## src/design/teci_pkg.sv

```systemverilog
/*
 Shared constants and types for the tape erase check and inquiry block.
 Assumes one clock domain, a synchronous active-high reset, and a command source on the same clock.
*/
//----------------------------------------------------------------------
//----------------------------------------------------------------------
package teci_pkg;

    // Opcodes and status codes.
    localparam logic [7:0] TECI_OP_INQUIRY = 8'h12;
    localparam logic [7:0] TECI_OP_ERASE = 8'h19;
    localparam logic [7:0] TECI_ST_GOOD = 8'h00;
    localparam logic [7:0] TECI_ST_CHECK = 8'h02;
    localparam logic [7:0] TECI_ST_CONFLICT = 8'h18;
    localparam logic [3:0] TECI_SK_NONE = 4'h0;
    localparam logic [3:0] TECI_SK_ILLEGAL = 4'h5;
    localparam logic [3:0] TECI_SK_UNIT_ATTN = 4'h6;

    // Field positions inside the command block.
    localparam int TECI_VPD_BIT = 0;
    localparam int TECI_LONG_BIT = 0;
    localparam int TECI_LUN_LSB = 5;

    // Page codes and response sizes.
    localparam logic [7:0] TECI_PAGE_LIST = 8'h00;
    localparam logic [7:0] TECI_PAGE_SERIAL = 8'h80;
    localparam logic [7:0] TECI_LEN_STD = 8'h6a;
    localparam logic [7:0] TECI_LEN_LIST = 8'h06;
    localparam logic [7:0] TECI_LEN_SERIAL = 8'h0e;
    localparam logic [7:0] TECI_TYPE_TAPE = 8'h01;
    localparam logic [7:0] TECI_TYPE_BADLUN = 8'h7f;

    // Power-up limit for inquiry readiness.
    localparam int TECI_POWERUP_S = 3;
    localparam longint TECI_CLK_HZ = 200000000;
    localparam longint TECI_POWERUP_CYC = TECI_POWERUP_S * TECI_CLK_HZ;

    // Values after reset.
    localparam logic TECI_UA_RESET = 1'b1;
    localparam logic [7:0] TECI_CNT_RESET = 8'h00;

    // Recorded format of the loaded tape, oldest first.
    typedef enum logic [1:0] {
        TECI_FMT_OLD = 2'h0,
        TECI_FMT_OLDC = 2'h1,
        TECI_FMT_MID = 2'h2,
        TECI_FMT_NATIVE = 2'h3
    } teci_fmt_t;

    // Class of the current tape position.
    typedef enum logic [2:0] {
        TECI_POS_TAPE_START = 3'h0,
        TECI_POS_PART_START = 3'h1,
        TECI_POS_EOD = 3'h2,
        TECI_POS_LFM_FRONT = 3'h3,
        TECI_POS_LFM_BACK = 3'h4,
        TECI_POS_SM_FRONT = 3'h5,
        TECI_POS_SM_BACK = 3'h6,
        TECI_POS_OTHER = 3'h7
    } teci_pos_t;

    // Six-byte command block.
    typedef struct packed {
        logic [7:0] opcode;
        logic [7:0] flags;
        logic [7:0] page;
        logic [7:0] rsvd;
        logic [7:0] alloc;
        logic [7:0] control;
    } teci_cmd_t;

    // One response byte on its way to the data-in phase.
    typedef struct packed {
        logic last;
        logic [1:0] sel;
        logic [6:0] index;
        logic [7:0] data;
    } teci_byte_t;

    // Completion report.
    typedef struct packed {
        logic [7:0] status;
        logic [3:0] sense_key;
    } teci_done_t;

endpackage

```

## src/design/teci_fifo.sv

```systemverilog
/*
 Small synchronous FIFO with valid and ready on both sides.
 Assumes both sides run on the one clock and reset.
*/
`timescale 1ns/1ps
module teci_fifo #(
    parameter int WIDTH = 18,
    parameter int DEPTH = 4
) (
    // Clock and reset.
    input wire logic mclk_in,
    input wire logic srst_in,
    // Fill side.
    input wire logic in_valid_in,
    input wire logic [WIDTH-1:0] in_data_in,
    output logic in_ready_out,
    // Drain side.
    output logic out_valid_out,
    output logic [WIDTH-1:0] out_data_out,
    input wire logic out_ready_in
);
    localparam int AW = $clog2(DEPTH);

    logic [WIDTH-1:0] mem_reg [DEPTH];
    logic [AW-1:0] wr_reg;
    logic [AW-1:0] rd_reg;
    logic [AW:0] cnt_reg;
    logic push;
    logic pop;

    // Full and empty come straight from the occupancy count.
    assign in_ready_out = (cnt_reg != (AW+1)'(DEPTH));
    assign out_valid_out = (cnt_reg != '0);
    assign out_data_out = mem_reg[rd_reg];
    assign push = in_valid_in & in_ready_out;
    assign pop = out_valid_out & out_ready_in;

    // Storage is written only on an accepted push.
    always_ff @(posedge mclk_in) begin
        if (push) begin
            mem_reg[wr_reg] <= in_data_in;
        end
    end

    // Pointers wrap at the depth, which need not be a power of two.
    always_ff @(posedge mclk_in) begin
        if (srst_in) begin
            wr_reg <= '0;
            rd_reg <= '0;
            cnt_reg <= '0;
        end else begin
            if (push) begin
                wr_reg <= (wr_reg == AW'(DEPTH - 1)) ? '0 : wr_reg + 1'b1;
            end
            if (pop) begin
                rd_reg <= (rd_reg == AW'(DEPTH - 1)) ? '0 : rd_reg + 1'b1;
            end
            cnt_reg <= cnt_reg + (AW+1)'(push) - (AW+1)'(pop);
        end
    end
endmodule

```

## src/design/teci_core.sv

```systemverilog
/*
 Command checker for erase and inquiry of a sequential-access tape drive.
 Assumes commands, tape position and reset events arrive from logic on mclk_in,
 and that a downstream data-in engine drains the response stream.
*/
`timescale 1ns/1ps
module teci_core
    import teci_pkg::*;
#(
    parameter longint POWERUP_CYC = TECI_POWERUP_CYC,
    parameter int FIFO_DEPTH = 4
) (
    // Clock and reset.
    input wire logic mclk_in,
    input wire logic srst_in,
    // Command port.
    input wire logic cmd_valid_in,
    input wire teci_cmd_t cmd_in,
    input wire logic [2:0] ident_lun_in,
    output logic cmd_ready_out,
    // Drive state.
    input wire teci_fmt_t fmt_in,
    input wire teci_pos_t pos_in,
    input wire logic eod_present_in,
    input wire logic reserved_other_in,
    input wire logic attn_event_in,
    // Tape motion handshakes.
    output logic eod_write_out,
    input wire logic eod_done_in,
    output logic erase_start_out,
    // Response stream.
    output logic resp_valid_out,
    output teci_byte_t resp_out,
    input wire logic resp_ready_in,
    // Completion.
    output logic done_valid_out,
    output teci_done_t done_out,
    output logic attn_pending_out
);
    //------------------------------------------------------------------
    // State and decode
    //------------------------------------------------------------------
    typedef enum logic [5:0] {
        S_IDLE = 6'b000001,
        S_DECODE = 6'b000010,
        S_EOD = 6'b000100,
        S_ERASE = 6'b001000,
        S_XFER = 6'b010000,
        S_DONE = 6'b100000
    } teci_state_t;

    teci_state_t state_reg;
    teci_cmd_t cmd_reg;
    logic [2:0] lun_reg;
    logic [7:0] count_reg;
    logic [7:0] len_reg;
    logic [1:0] sel_reg;
    teci_done_t result_reg;
    logic attn_reg;
    logic fifo_ready;
    teci_byte_t push_word;
    logic push_valid;
    logic [7:0] avail;
    logic page_ok;
    logic vpd;
    logic legal;
    logic newer_fmt;
    logic [7:0] xfer_len;

    // Position legality per recorded format.
    function automatic logic pos_legal(input teci_fmt_t f, input teci_pos_t p);
        logic ok;
        ok = 1'b0;
        case (p)
            TECI_POS_TAPE_START, TECI_POS_EOD, TECI_POS_LFM_FRONT: ok = 1'b1;
            TECI_POS_LFM_BACK: ok = (f == TECI_FMT_MID) || (f == TECI_FMT_NATIVE);
            TECI_POS_PART_START, TECI_POS_SM_FRONT, TECI_POS_SM_BACK:
                ok = (f == TECI_FMT_NATIVE);
            default: ok = 1'b0;
        endcase
        return ok;
    endfunction

    // Decode of the held command block.
    always_comb begin
        vpd = cmd_reg.flags[TECI_VPD_BIT];
        legal = pos_legal(fmt_in, pos_in);
        newer_fmt = (fmt_in != TECI_FMT_OLD);
        avail = TECI_LEN_STD;
        page_ok = 1'b1;
        if (!vpd) begin
            page_ok = (cmd_reg.page == TECI_PAGE_LIST);
        end else if (cmd_reg.page == TECI_PAGE_LIST) begin
            avail = TECI_LEN_LIST;
        end else if (cmd_reg.page == TECI_PAGE_SERIAL) begin
            avail = TECI_LEN_SERIAL;
        end else begin
            page_ok = 1'b0;
        end
        // The smaller of the two counts ends the data-in phase.
        xfer_len = (cmd_reg.alloc < avail) ? cmd_reg.alloc : avail;
    end

    //------------------------------------------------------------------
    // Sequencer
    //------------------------------------------------------------------
    // One command at a time; the next is taken only from idle.
    always_ff @(posedge mclk_in) begin
        if (srst_in) begin
            state_reg <= S_IDLE;
            cmd_reg <= '0;
            lun_reg <= '0;
            len_reg <= TECI_CNT_RESET;
            sel_reg <= '0;
            result_reg <= '0;
        end else begin
            case (state_reg)
                S_IDLE: begin
                    if (cmd_valid_in) begin
                        cmd_reg <= cmd_in;
                        lun_reg <= cmd_in.flags[7:TECI_LUN_LSB] | ident_lun_in;
                        state_reg <= S_DECODE;
                    end
                end
                S_DECODE: begin
                    result_reg <= '{TECI_ST_GOOD, TECI_SK_NONE};
                    state_reg <= S_DONE;
                    if (cmd_reg.opcode == TECI_OP_INQUIRY) begin
                        // Neither reservation nor unit attention blocks inquiry.
                        if (!page_ok) begin
                            result_reg <= '{TECI_ST_CHECK, TECI_SK_ILLEGAL};
                        end else if (xfer_len != 8'h00) begin
                            len_reg <= xfer_len;
                            sel_reg <= {vpd, cmd_reg.page[7]};
                            state_reg <= S_XFER;
                        end
                    end else if (reserved_other_in) begin
                        result_reg <= '{TECI_ST_CONFLICT, TECI_SK_NONE};
                    end else if (attn_reg) begin
                        result_reg <= '{TECI_ST_CHECK, TECI_SK_UNIT_ATTN};
                    end else if (cmd_reg.opcode != TECI_OP_ERASE) begin
                        result_reg <= '{TECI_ST_CHECK, TECI_SK_ILLEGAL};
                    end else if (!legal) begin
                        result_reg <= '{TECI_ST_CHECK, TECI_SK_ILLEGAL};
                    end else if (!cmd_reg.flags[TECI_LONG_BIT]) begin
                        state_reg <= S_DONE; // Accepted with no motion.
                    end else if (newer_fmt && !eod_present_in) begin
                        state_reg <= S_EOD;
                    end else begin
                        state_reg <= S_ERASE;
                    end
                end
                S_EOD: begin
                    // Erase waits until the end-of-data mark is on tape.
                    if (eod_done_in) begin
                        state_reg <= S_ERASE;
                    end
                end
                S_ERASE: begin
                    state_reg <= S_DONE;
                end
                S_XFER: begin
                    if (push_valid && fifo_ready && push_word.last) begin
                        state_reg <= S_DONE;
                    end
                end
                S_DONE: begin
                    state_reg <= S_IDLE;
                end
                default: begin
                    state_reg <= S_IDLE;
                end
            endcase
        end
    end

    // Byte counter for the response stream.
    always_ff @(posedge mclk_in) begin
        if (srst_in || state_reg != S_XFER) begin
            count_reg <= TECI_CNT_RESET;
        end else if (push_valid && fifo_ready) begin
            count_reg <= count_reg + 8'h01;
        end
    end

    // Byte 0 carries qualifier and type, byte 1 of a VPD page its page code; other content is filled downstream.
    always_comb begin
        push_valid = (state_reg == S_XFER);
        push_word.last = (count_reg + 8'h01 == len_reg);
        push_word.sel = sel_reg;
        push_word.index = count_reg[6:0];
        push_word.data = 8'h00;
        if (count_reg == 8'h00) begin
            push_word.data = (lun_reg != 3'h0) ? TECI_TYPE_BADLUN : TECI_TYPE_TAPE;
        end else if (count_reg == 8'h01 && sel_reg[1]) begin
            push_word.data = cmd_reg.page;
        end
    end

    //------------------------------------------------------------------
    // Unit attention
    //------------------------------------------------------------------
    // A new event wins over the clear so a reset landing on the
    // reporting command is still seen by the next one.
    always_ff @(posedge mclk_in) begin
        if (srst_in) begin
            attn_reg <= TECI_UA_RESET;
        end else if (attn_event_in) begin
            attn_reg <= 1'b1;
        end else if (state_reg == S_DECODE && cmd_reg.opcode != TECI_OP_INQUIRY
                     && !reserved_other_in) begin
            attn_reg <= 1'b0;
        end
    end

    //------------------------------------------------------------------
    // Registered outputs
    //------------------------------------------------------------------
    always_ff @(posedge mclk_in) begin
        if (srst_in) begin
            cmd_ready_out <= 1'b0;
            eod_write_out <= 1'b0;
            erase_start_out <= 1'b0;
            done_valid_out <= 1'b0;
            done_out <= '0;
            attn_pending_out <= TECI_UA_RESET;
        end else begin
            cmd_ready_out <= (state_reg == S_IDLE) && !cmd_valid_in;
            eod_write_out <= (state_reg == S_EOD) && !eod_done_in;
            erase_start_out <= (state_reg == S_ERASE);
            done_valid_out <= (state_reg == S_DONE);
            if (state_reg == S_DONE) begin
                done_out <= result_reg;
            end
            attn_pending_out <= attn_reg;
        end
    end

    // Back-pressure from the data-in engine stalls the byte counter.
    teci_fifo #(
        .WIDTH($bits(teci_byte_t)),
        .DEPTH(FIFO_DEPTH)
    ) u_fifo (
        .mclk_in(mclk_in),
        .srst_in(srst_in),
        .in_valid_in(push_valid),
        .in_data_in(push_word),
        .in_ready_out(fifo_ready),
        .out_valid_out(resp_valid_out),
        .out_data_out(resp_out),
        .out_ready_in(resp_ready_in)
    );

    //------------------------------------------------------------------
    // Checks
    //------------------------------------------------------------------
    logic [7:0] sent_reg;
    longint up_reg;
    always_ff @(posedge mclk_in) begin
        if (srst_in || state_reg == S_DECODE) begin
            sent_reg <= 8'h00;
        end else if (push_valid && fifo_ready) begin
            sent_reg <= sent_reg + 8'h01;
        end
    end
    always_ff @(posedge mclk_in) begin
        if (srst_in) begin
            up_reg <= 0;
        end else if (up_reg < POWERUP_CYC) begin
            up_reg <= up_reg + 1;
        end
    end

    illegal_pos_a: assert property (@(posedge mclk_in) disable iff (srst_in)
        state_reg == S_DECODE && cmd_reg.opcode == TECI_OP_ERASE && !legal && !attn_reg
        && !reserved_other_in |-> ##2 done_valid_out && done_out.sense_key == TECI_SK_ILLEGAL)
        else $error("illegal erase position not rejected");
    erase_legal_a: assert property (@(posedge mclk_in) disable iff (srst_in)
        state_reg == S_ERASE |-> legal)
        else $error("erase started from illegal position");
    // The erase pulse trails the mark-written pulse by exactly two edges when a mark was due.
    eod_first_a: assert property (@(posedge mclk_in) disable iff (srst_in)
        $rose(erase_start_out) && newer_fmt && !eod_present_in |-> $past(eod_done_in, 2))
        else $error("erase began before end-of-data mark");
    inq_no_attn_a: assert property (@(posedge mclk_in) disable iff (srst_in)
        state_reg == S_DECODE && cmd_reg.opcode == TECI_OP_INQUIRY && attn_reg
        |=> attn_reg)
        else $error("inquiry cleared unit attention");
    inq_reserved_a: assert property (@(posedge mclk_in) disable iff (srst_in)
        state_reg == S_DECODE && cmd_reg.opcode == TECI_OP_INQUIRY
        |=> result_reg.status != TECI_ST_CONFLICT)
        else $error("inquiry reported a conflict");
    xfer_len_a: assert property (@(posedge mclk_in) disable iff (srst_in)
        state_reg == S_XFER ##1 state_reg == S_DONE |-> sent_reg == len_reg)
        else $error("wrong number of inquiry bytes");
    zero_alloc_a: assert property (@(posedge mclk_in) disable iff (srst_in)
        state_reg == S_DECODE && cmd_reg.opcode == TECI_OP_INQUIRY && page_ok
        && cmd_reg.alloc == 8'h00 |=> state_reg == S_DONE && result_reg.status == TECI_ST_GOOD)
        else $error("zero allocation mishandled");
    bad_lun_a: assert property (@(posedge mclk_in) disable iff (srst_in)
        push_valid && count_reg == 8'h00 && sel_reg == 2'b00 && lun_reg != 3'h0
        |-> push_word.data == TECI_TYPE_BADLUN)
        else $error("bad unit not reported as 7Fh");
    attn_report_a: assert property (@(posedge mclk_in) disable iff (srst_in)
        state_reg == S_DECODE && cmd_reg.opcode == TECI_OP_ERASE && attn_reg
        && !reserved_other_in |-> ##2 done_out.sense_key == TECI_SK_UNIT_ATTN)
        else $error("unit attention not reported");
    powerup_a: assert property (@(posedge mclk_in) disable iff (srst_in)
        up_reg >= POWERUP_CYC && state_reg == S_IDLE |-> ##1 (cmd_ready_out || cmd_valid_in
        || state_reg != S_IDLE))
        else $error("not ready after power-up limit");

    erase_c: cover property (@(posedge mclk_in) eod_write_out ##[1:20] erase_start_out);
    inq_full_c: cover property (@(posedge mclk_in) push_valid && push_word.last
        && push_word.index == 7'h69);
    stall_c: cover property (@(posedge mclk_in) push_valid && !fifo_ready);
endmodule

```

## config.mk

```make
export PLATFORM = sky130hd
export DESIGN_NAME = teci_core
export DESIGN_NICKNAME = d
export VERILOG_FILES = /design/src/design/teci_pkg.sv /design/src/design/teci_fifo.sv /design/src/design/teci_core.sv
export SDC_FILE = /design/constraint.sdc
export NUM_CORES = 1
export LEC_CHECK = 0
export BUFFER_PORTS_ARGS = -buffer_cell sky130_fd_sc_hd__buf_4
export CAP_MARGIN = 20
export CORE_ASPECT_RATIO = 0.8
export CORE_MARGIN = 5
export CORE_UTILIZATION = 53
export DETAILED_ROUTE_END_ITERATION = 10
export PLACE_DENSITY = 0.86
export SYNTH_ARGS = -nofsm -noshare
export SYNTH_HDL_FRONTEND = slang
export SYNTH_HIERARCHICAL = 1
export SYNTH_SLANG_ARGS = --single-unit
```

## constraint.sdc

```tcl
create_clock -name mclk_in -period 3.6 [get_ports mclk_in]
set_clock_uncertainty 0.2 [all_clocks]
set_input_delay 0.54 -clock mclk_in [delete_from_list [all_inputs] [get_ports mclk_in]]
set_output_delay 0.54 -clock mclk_in [all_outputs]
set_load 0.1 [all_outputs]
```

Word-level counts from Yosys, hierarchy flattened --
Memories as Yosys holds them, arrays and structs flattened. A register that Yosys moved wholly into a read port is not among the register bits. Index checks and enable logic that the tools add are counted.
Operators by class: mux-type cells 36, $lt $le $gt $ge 1, reduce and logical (&&, ||, !) cells 27, bitwise operators 3, equal/unequal tests 27, add/sub/neg operators 5
Operator list (number):
- 6-bit two-way mux | 15
- 6-bit case mux with 5 select lines | 1
- 7-bit two-way mux | 4
- 8-bit two-way mux | 3
- 8-bit zero test | 2
- 8-bit by 5-bit inequality test with 1-bit output (second input constant) | 2
- 12-bit two-way mux | 1
- 3-bit equality test (second input constant) | 3
- 9-bit two-way mux | 1
- 8-bit by 1-bit adder with 8-bit output (second input constant) | 1
- 2-bit equality test (second input constant) | 4
- 8-bit by 1-bit equality test with 1-bit output (second input constant) | 1
- 8-bit by 5-bit equality test with 1-bit output (second input constant) | 1
- 8-bit equality test | 1
- 8-bit equality test (second input constant) | 1
- 1-bit logical AND | 8
- 8-bit less-than comparator | 1
- 2-bit two-way mux | 4
- 8-bit nonzero test | 1
- 3-bit by 2-bit equality test with 1-bit output (second input constant) | 2
- 6-bit by 1-bit equality test with 1-bit output (second input constant) | 1
- 6-bit by 2-bit equality test with 1-bit output (second input constant) | 1
- 6-bit by 3-bit equality test with 1-bit output (second input constant) | 1
- 6-bit by 4-bit equality test with 1-bit output (second input constant) | 1
- 25 further kinds | 38
Storage, ports and cells: memories kept 1, bits in writable memories 72, register bits after elaboration 89
Memories:
- u_fifo.mem_reg | depth 4, width 18, read ports 1, clocked after memory_dff 1, wr ports 1, line teci_fifo.sv:24 | logic [WIDTH-1:0] mem_reg [DEPTH];

Depth between registers and ports, before layout --
depth in word-level cells 11, gate-level depth with buffers 12, gate-level depth less buffers 12

Hierarchy --
The synthesis kept the hierarchy.
By module, submodules not included:
- teci_core | instances 1, cells each 404, area an instance 3334.4 um2, sequential area each 1321.3 um2
- teci_fifo | instances 1, cells each 143, area an instance 3074.2 um2, sequential area each 2342.2 um2

Worst setup path before layout --
Ideal clock, no wire load.
path kind reg-to-reg, start point register state_reg[4], end point register u_fifo.cnt_reg[2], path buffers 1, cell stages (with the launch flop) 13, library setup time 0.078 ns, arrival 2.782 ns, data required time 3.322 ns, clock period less this slack 3.060 ns, setup slack 0.540 ns, cell sequence dfxtp_1 -> clkbuf_1 -> nand2_1 -> nor4_1 -> nand2_1 -> ha_1 -> inv_1 -> ha_1 -> inv_1 -> fa_1 -> xor2_1 -> and2_2 -> nor3_1
On the way: word-level cells in the longest chain between the ends 4
RTL lines:
- start, declared | line teci_core.sv:52 | teci_state_t state_reg;
- start signal, assigned | line teci_core.sv:110 | state_reg <= S_IDLE;
- start signal, assigned | line teci_core.sv:122 | state_reg <= S_DECODE;
- start signal, assigned | line teci_core.sv:127 | state_reg <= S_DONE;
- 6-bit by 5-bit equality test with 1-bit output | line teci_core.sv:188 | push_valid = (state_reg == S_XFER);
- named net push_valid | line teci_core.sv:62 | logic push_valid;
- 1-bit bitwise AND | line teci_fifo.sv:35 | assign push = in_valid_in & in_ready_out;
- 3-bit by 1-bit adder with 3-bit output | line teci_fifo.sv:58 | cnt_reg <= cnt_reg + (AW+1)'(push) - (AW+1)'(pop);
- 3-bit by 1-bit subtractor with 3-bit output | line teci_fifo.sv:58
- end signal, assigned | line teci_fifo.sv:58
- end, declared | line teci_fifo.sv:27 | logic [AW:0] cnt_reg;
The timed path passes the listed nets, and every way through them passes these cells. A chain may end at the register's enable or synchronous reset.

Final worst setup path --
start point register cmd_reg[27] (netlist name), end point register len_reg[3]
On the way: word-level cells in the longest chain between the ends 8, elaborated cells between the ends (all ways) 12, classes of those cells order compare (1); eq/ne (1); mux (7); reduce/logical (3)
RTL lines:
- start, declared | line teci_core.sv:53 | teci_cmd_t cmd_reg;
- start signal, assigned | line teci_core.sv:120 | cmd_reg <= cmd_in;
- 8-bit equality test | line teci_core.sv:95 | end else if (cmd_reg.page == TECI_PAGE_SERIAL) begin
- 7-bit two-way mux | line teci_core.sv:95
- 7-bit two-way mux | line teci_core.sv:93 | end else if (cmd_reg.page == TECI_PAGE_LIST) begin
- 7-bit two-way mux | line teci_core.sv:91 | if (!vpd) begin
- 8-bit less-than comparator | line teci_core.sv:101 | xfer_len = (cmd_reg.alloc < avail) ? cmd_reg.alloc : avail;
- 8-bit two-way mux | line teci_core.sv:101
- 8-bit nonzero test | line teci_core.sv:132 | end else if (xfer_len != 8'h00) begin
- 4-bit AND reduction (no source line)
- end signal, assigned | line teci_core.sv:133 | len_reg <= xfer_len;
- end, declared | line teci_core.sv:56 | logic [7:0] len_reg;
Parallel ways exist; a longest one is shown, timed or not.

==> metrics <==
combined global-route utilization of all metal layers=roughly a fifth; final-stage net count=about 690; TritonCTS clock tree=built; leading cell types by total area after synthesis=sky130_fd_sc_hd__edfxtp_1 34%, sky130_fd_sc_hd__dfxtp_1 23%, sky130_fd_sc_hd__mux4_2 6.3%; die area=approximately 14000 um2; total power per unit cell area=between 600 and 700 nW/um2; Resized cells post-CTS=0; max frequency=~0.31 GHz; worst reg2reg setup slack=0.37 ns; CTS Buf Count=17; weighted congestion reported at the end of routability-driven placement=0.8275; signed area change from the synthesized netlist to the final layout=17.73%; share of cells above drive strength 1=23.92%; wire length of the first global-routing pass=21320 um; P_sw=roughly 1.8 mW; Via density=between 5 and 6; Post CTS Setup Buffer Count=0; via count of the first global-routing pass=about 4400; max reg flops=72; number of DRC violations after detailed-routing iteration 0=290; aggregate routed wire length=13060 um; share of total power in the clock network=between 30% and 40%; share of total power in combinational logic=around 27%; Ports=100; Compound-Gate Fraction of Synth Area=under 10%; Top cell by count, worst path=sky130_fd_sc_hd__a21oi_1; Yosys top cell area share=33.74%; register bit count reported by yosys=between 100 and 150; type of the worst min-delay path=input port to flop; arrival time at the worst endpoint=3.31 ns; share of synthesized flip-flops with an asynchronous set or reset=0%; average size of a mapped cell=approximately 12 um2; sort of element at the start of the critical path=flop; detailed-routing iteration count for the pre-antenna-repair pass=5; starting density of the core=between 50% and 60%; maximum clock path buffer count=2; detailed-route DRC error count=0; Max Slew Vio Count=0; distinct cell type count after synthesis=between 60 and 70; Setup-failing EPs final=0; post-route fraction of the period consumed by the critical path=roughly nine tenths; number of antenna repair diodes=0; proportion of synthesized chip area in sequential cells=57.17%; routed wirelength normalized by instance count=16.94 um; number of synthesized flops with an enable pin=72; library cell with the highest instance count after synthesis=sky130_fd_sc_hd__dfxtp_1; placeable core area=roughly 12000 um2; largest area contributor in the synthesized netlist=sky130_fd_sc_hd__edfxtp_1; mapped cell area=around 6400 um2; later-pin clock latency in the skew report=0.42 ns; CP cell instances=nor4_1 -> nand3_1 -> ha_1 -> a21oi_1 -> o211ai_1 -> a21oi_1 -> nor3_4 -> mux2i_1 -> nor2_1; number of cells traversed by the worst register-to-register path=9; Die Y-Extent=108.4 um; H-tree lvl count=4; mux contribution to synthesized area=just under 9%; initial antenna violation count=0; CTS Root Cell=sky130_fd_sc_hd__clkbuf_16; adder-cell share of the synthesized area=under 10%; # rows=35; Congestion Overflow GR=0; number of maximum-capacitance constraint violations=0; startpoint of the worst register-to-register path=cmd_reg[27]$_SDFFE_PP0P_; Worst Hold Path Cells=2; largest family of logic cells by synthesized area=simple AND/OR/NAND/NOR gates; number of vias in the routed layout=~4300; Slew @ Worst Pin=1.029 ns; sum of negative setup slack=0 ns; pin count of the biggest net entering global routing=70; total internal power=approximately 3.3 mW; Peak supply drop=between 0.2 and 0.3 mV; number of clock sinks=around 150; leading cell types by count after synthesis=75 x sky130_fd_sc_hd__dfxtp_1, 72 x sky130_fd_sc_hd__edfxtp_1, 68 x sky130_fd_sc_hd__nand2_1; PortBufs=73; end of the worst register-to-register path=len_reg[3]$_SDFFE_PP0P_; share of total power in sequential cells=about two fifths; detailed placer's ending HPWL=8880 um; share of synthesized cell area in and, or, nand and nor gates=between 10% and 20%; standby leakage power=between 2 and 3 nW; switching part of the total=around a third; result of the run=finished, final reports clean; startpoint of the tightest hold check path=cmd_valid_in; required time worst endpoint=~3.7 ns; Final Hold Fails=0; Power Total=between 5 and 6 mW; setup repair after global routing missed its margin=no; count of nets left with antenna violations after detail routing=0; dominant register cell in the synthesized netlist=sky130_fd_sc_hd__dfxtp_1; worst-case hold path end point=cmd_ready_out$_SDFF_PP0_; horizontal die dimension=approximately 130 um; synthesized instance count=547; maximum net fanout on the critical path=14; shortest clock period the worst path allows after layout=3.232 ns; max_slew headroom=roughly a third; Slowest Stage Delay on Critical Path=0.56 ns; highest-delay cell along the critical path=sky130_fd_sc_hd__nor4_1; total number of yosys warnings=6; category of the most critical setup path=flop to flop; crit end category=flop; Clock transition at path regs=roughly 0.06 ns; cts-stage hold buffer count=0; XOR/XNOR share of the synthesized area=about 2.3%
-- routing by layer --
metal  part of all wire [%]  wire, um  track usage [%]  vias up
li1                       -         -                -     2080
met1                     43      5624            23.50     2050
met2                     48      6311            30.87      150
met3                    6.2       812            4.698       31
met4                    2.4       316            8.976        0
met5                      0         0                0        -
-- cells by family (layout without fill, tap and decap cells) --
family	Yosys count	after routing
flip-flops	147	147
adder cells (fa/ha/maj)	15	15
AO/OA/AOI/OAI	77	77
other	1	6
XOR/XNOR	17	17
multiplexers	33	33
buffers and inverters	53	124
AND/OR/NAND/NOR	204	204
-- cell usage in the layout (no fill, tap or decap), types with 5 or more instances in the layout --
cell type | netlist | routed
sky130_fd_sc_hd__nand3_1 | 10 | 10
sky130_fd_sc_hd__mux2i_1 | 13 | 13
sky130_fd_sc_hd__edfxtp_1 | 72 | 72
sky130_fd_sc_hd__a21oi_1 | 37 | 37
sky130_fd_sc_hd__ha_1 | 14 | 14
sky130_fd_sc_hd__dfxtp_1 | 75 | 75
sky130_fd_sc_hd__nor2_1 | 51 | 51
sky130_fd_sc_hd__o21ai_0 | 8 | 8
sky130_fd_sc_hd__and3_2 | 5 | 5
sky130_fd_sc_hd__xor2_1 | 11 | 11
sky130_fd_sc_hd__nor4_1 | 6 | 6
sky130_fd_sc_hd__mux4_2 | 18 | 18
sky130_fd_sc_hd__nor3_1 | 15 | 15
sky130_fd_sc_hd__nand2b_1 | 8 | 8
sky130_fd_sc_hd__xnor2_1 | 6 | 6
sky130_fd_sc_hd__conb_1 | 1 | 6
sky130_fd_sc_hd__nand2_1 | 68 | 68
sky130_fd_sc_hd__a21o_1 | 6 | 6
sky130_fd_sc_hd__clkbuf_16 | 0 | 17
sky130_fd_sc_hd__inv_1 | 15 | 15
sky130_fd_sc_hd__buf_4 | 12 | 77
-- power by group through the flow --
stage / registers (mW) / clock network (mW) / logic (mW)
finish: 2.02 / 1.73 / 1.37
global route: 2.04 / 1.81 / 1.48
CTS: 2.02 / 1.74 / 1.38
detailed placement: 2.05 / 0 / 1.37
global placement: 2.04 / 0 / 1.32
floorplan: 2.02 / 0 / 1.12
-- critical path, delay by kind of cell (launching register included) --
kind / cells / cell delay, ns
AOI/OAI and AO/OA: 3 / 0.47
adders and majority gates: 1 / 0.38
DFF: 1 / 0.34
muxes: 1 / 0.25
and+or+nand+nor: 4 / 1.45
-- worst max path at each step --
| stage | cells after the start | end | slack, ns | from |
|---|---|---|---|---|
| 2_1_floorplan | 12 | u_fifo/cnt_reg[2]$_SDFF_PP0_ | 0.54 | state_reg[4]$_SDFFE_PP0P_ |
| 3_3_place_gp | 9 | len_reg[6]$_SDFFE_PP0P_ | 0.52 | cmd_reg[27]$_SDFFE_PP0P_ |
| 3_5_place_dp | 9 | len_reg[6]$_SDFFE_PP0P_ | 0.35 | cmd_reg[27]$_SDFFE_PP0P_ |
| 4_1_cts | 9 | len_reg[6]$_SDFFE_PP0P_ | 0.29 | cmd_reg[27]$_SDFFE_PP0P_ |
| 5_1_grt | 9 | sel_reg[1]$_SDFFE_PP0P_ | 0.06 | cmd_reg[27]$_SDFFE_PP0P_ |
| 6_report | 9 | len_reg[3]$_SDFFE_PP0P_ | 0.37 | cmd_reg[27]$_SDFFE_PP0P_ |
-- per-stage QoR --
step	util, %	std cells	area (um2)	setup slack (ns)	hold slack (ns)
after floorplan	-	552	6427	0.5399	0.2312
after global placement	59.56	739	6964	0.5217	0.2380
after detailed placement	59.56	739	6964	0.3455	0.2436
after CTS	64.53	771	7545	0.2900	0.08496
after global routing	64.53	771	7545	0.05545	0.1031
final	64.53	771	7545	0.3677	0.09943
-- cell type report --
cell class	instances	area, um2
clock inverter	14	151.4
fill	834	4148
timing repair buffer	77	578.1
inverter	15	56.30
sequential	147	3664
multi-input combinational	352	2481
clock buffer	18	429.2
tap	148	185.2
Note: power is estimated with default switching activity, not from simulation.
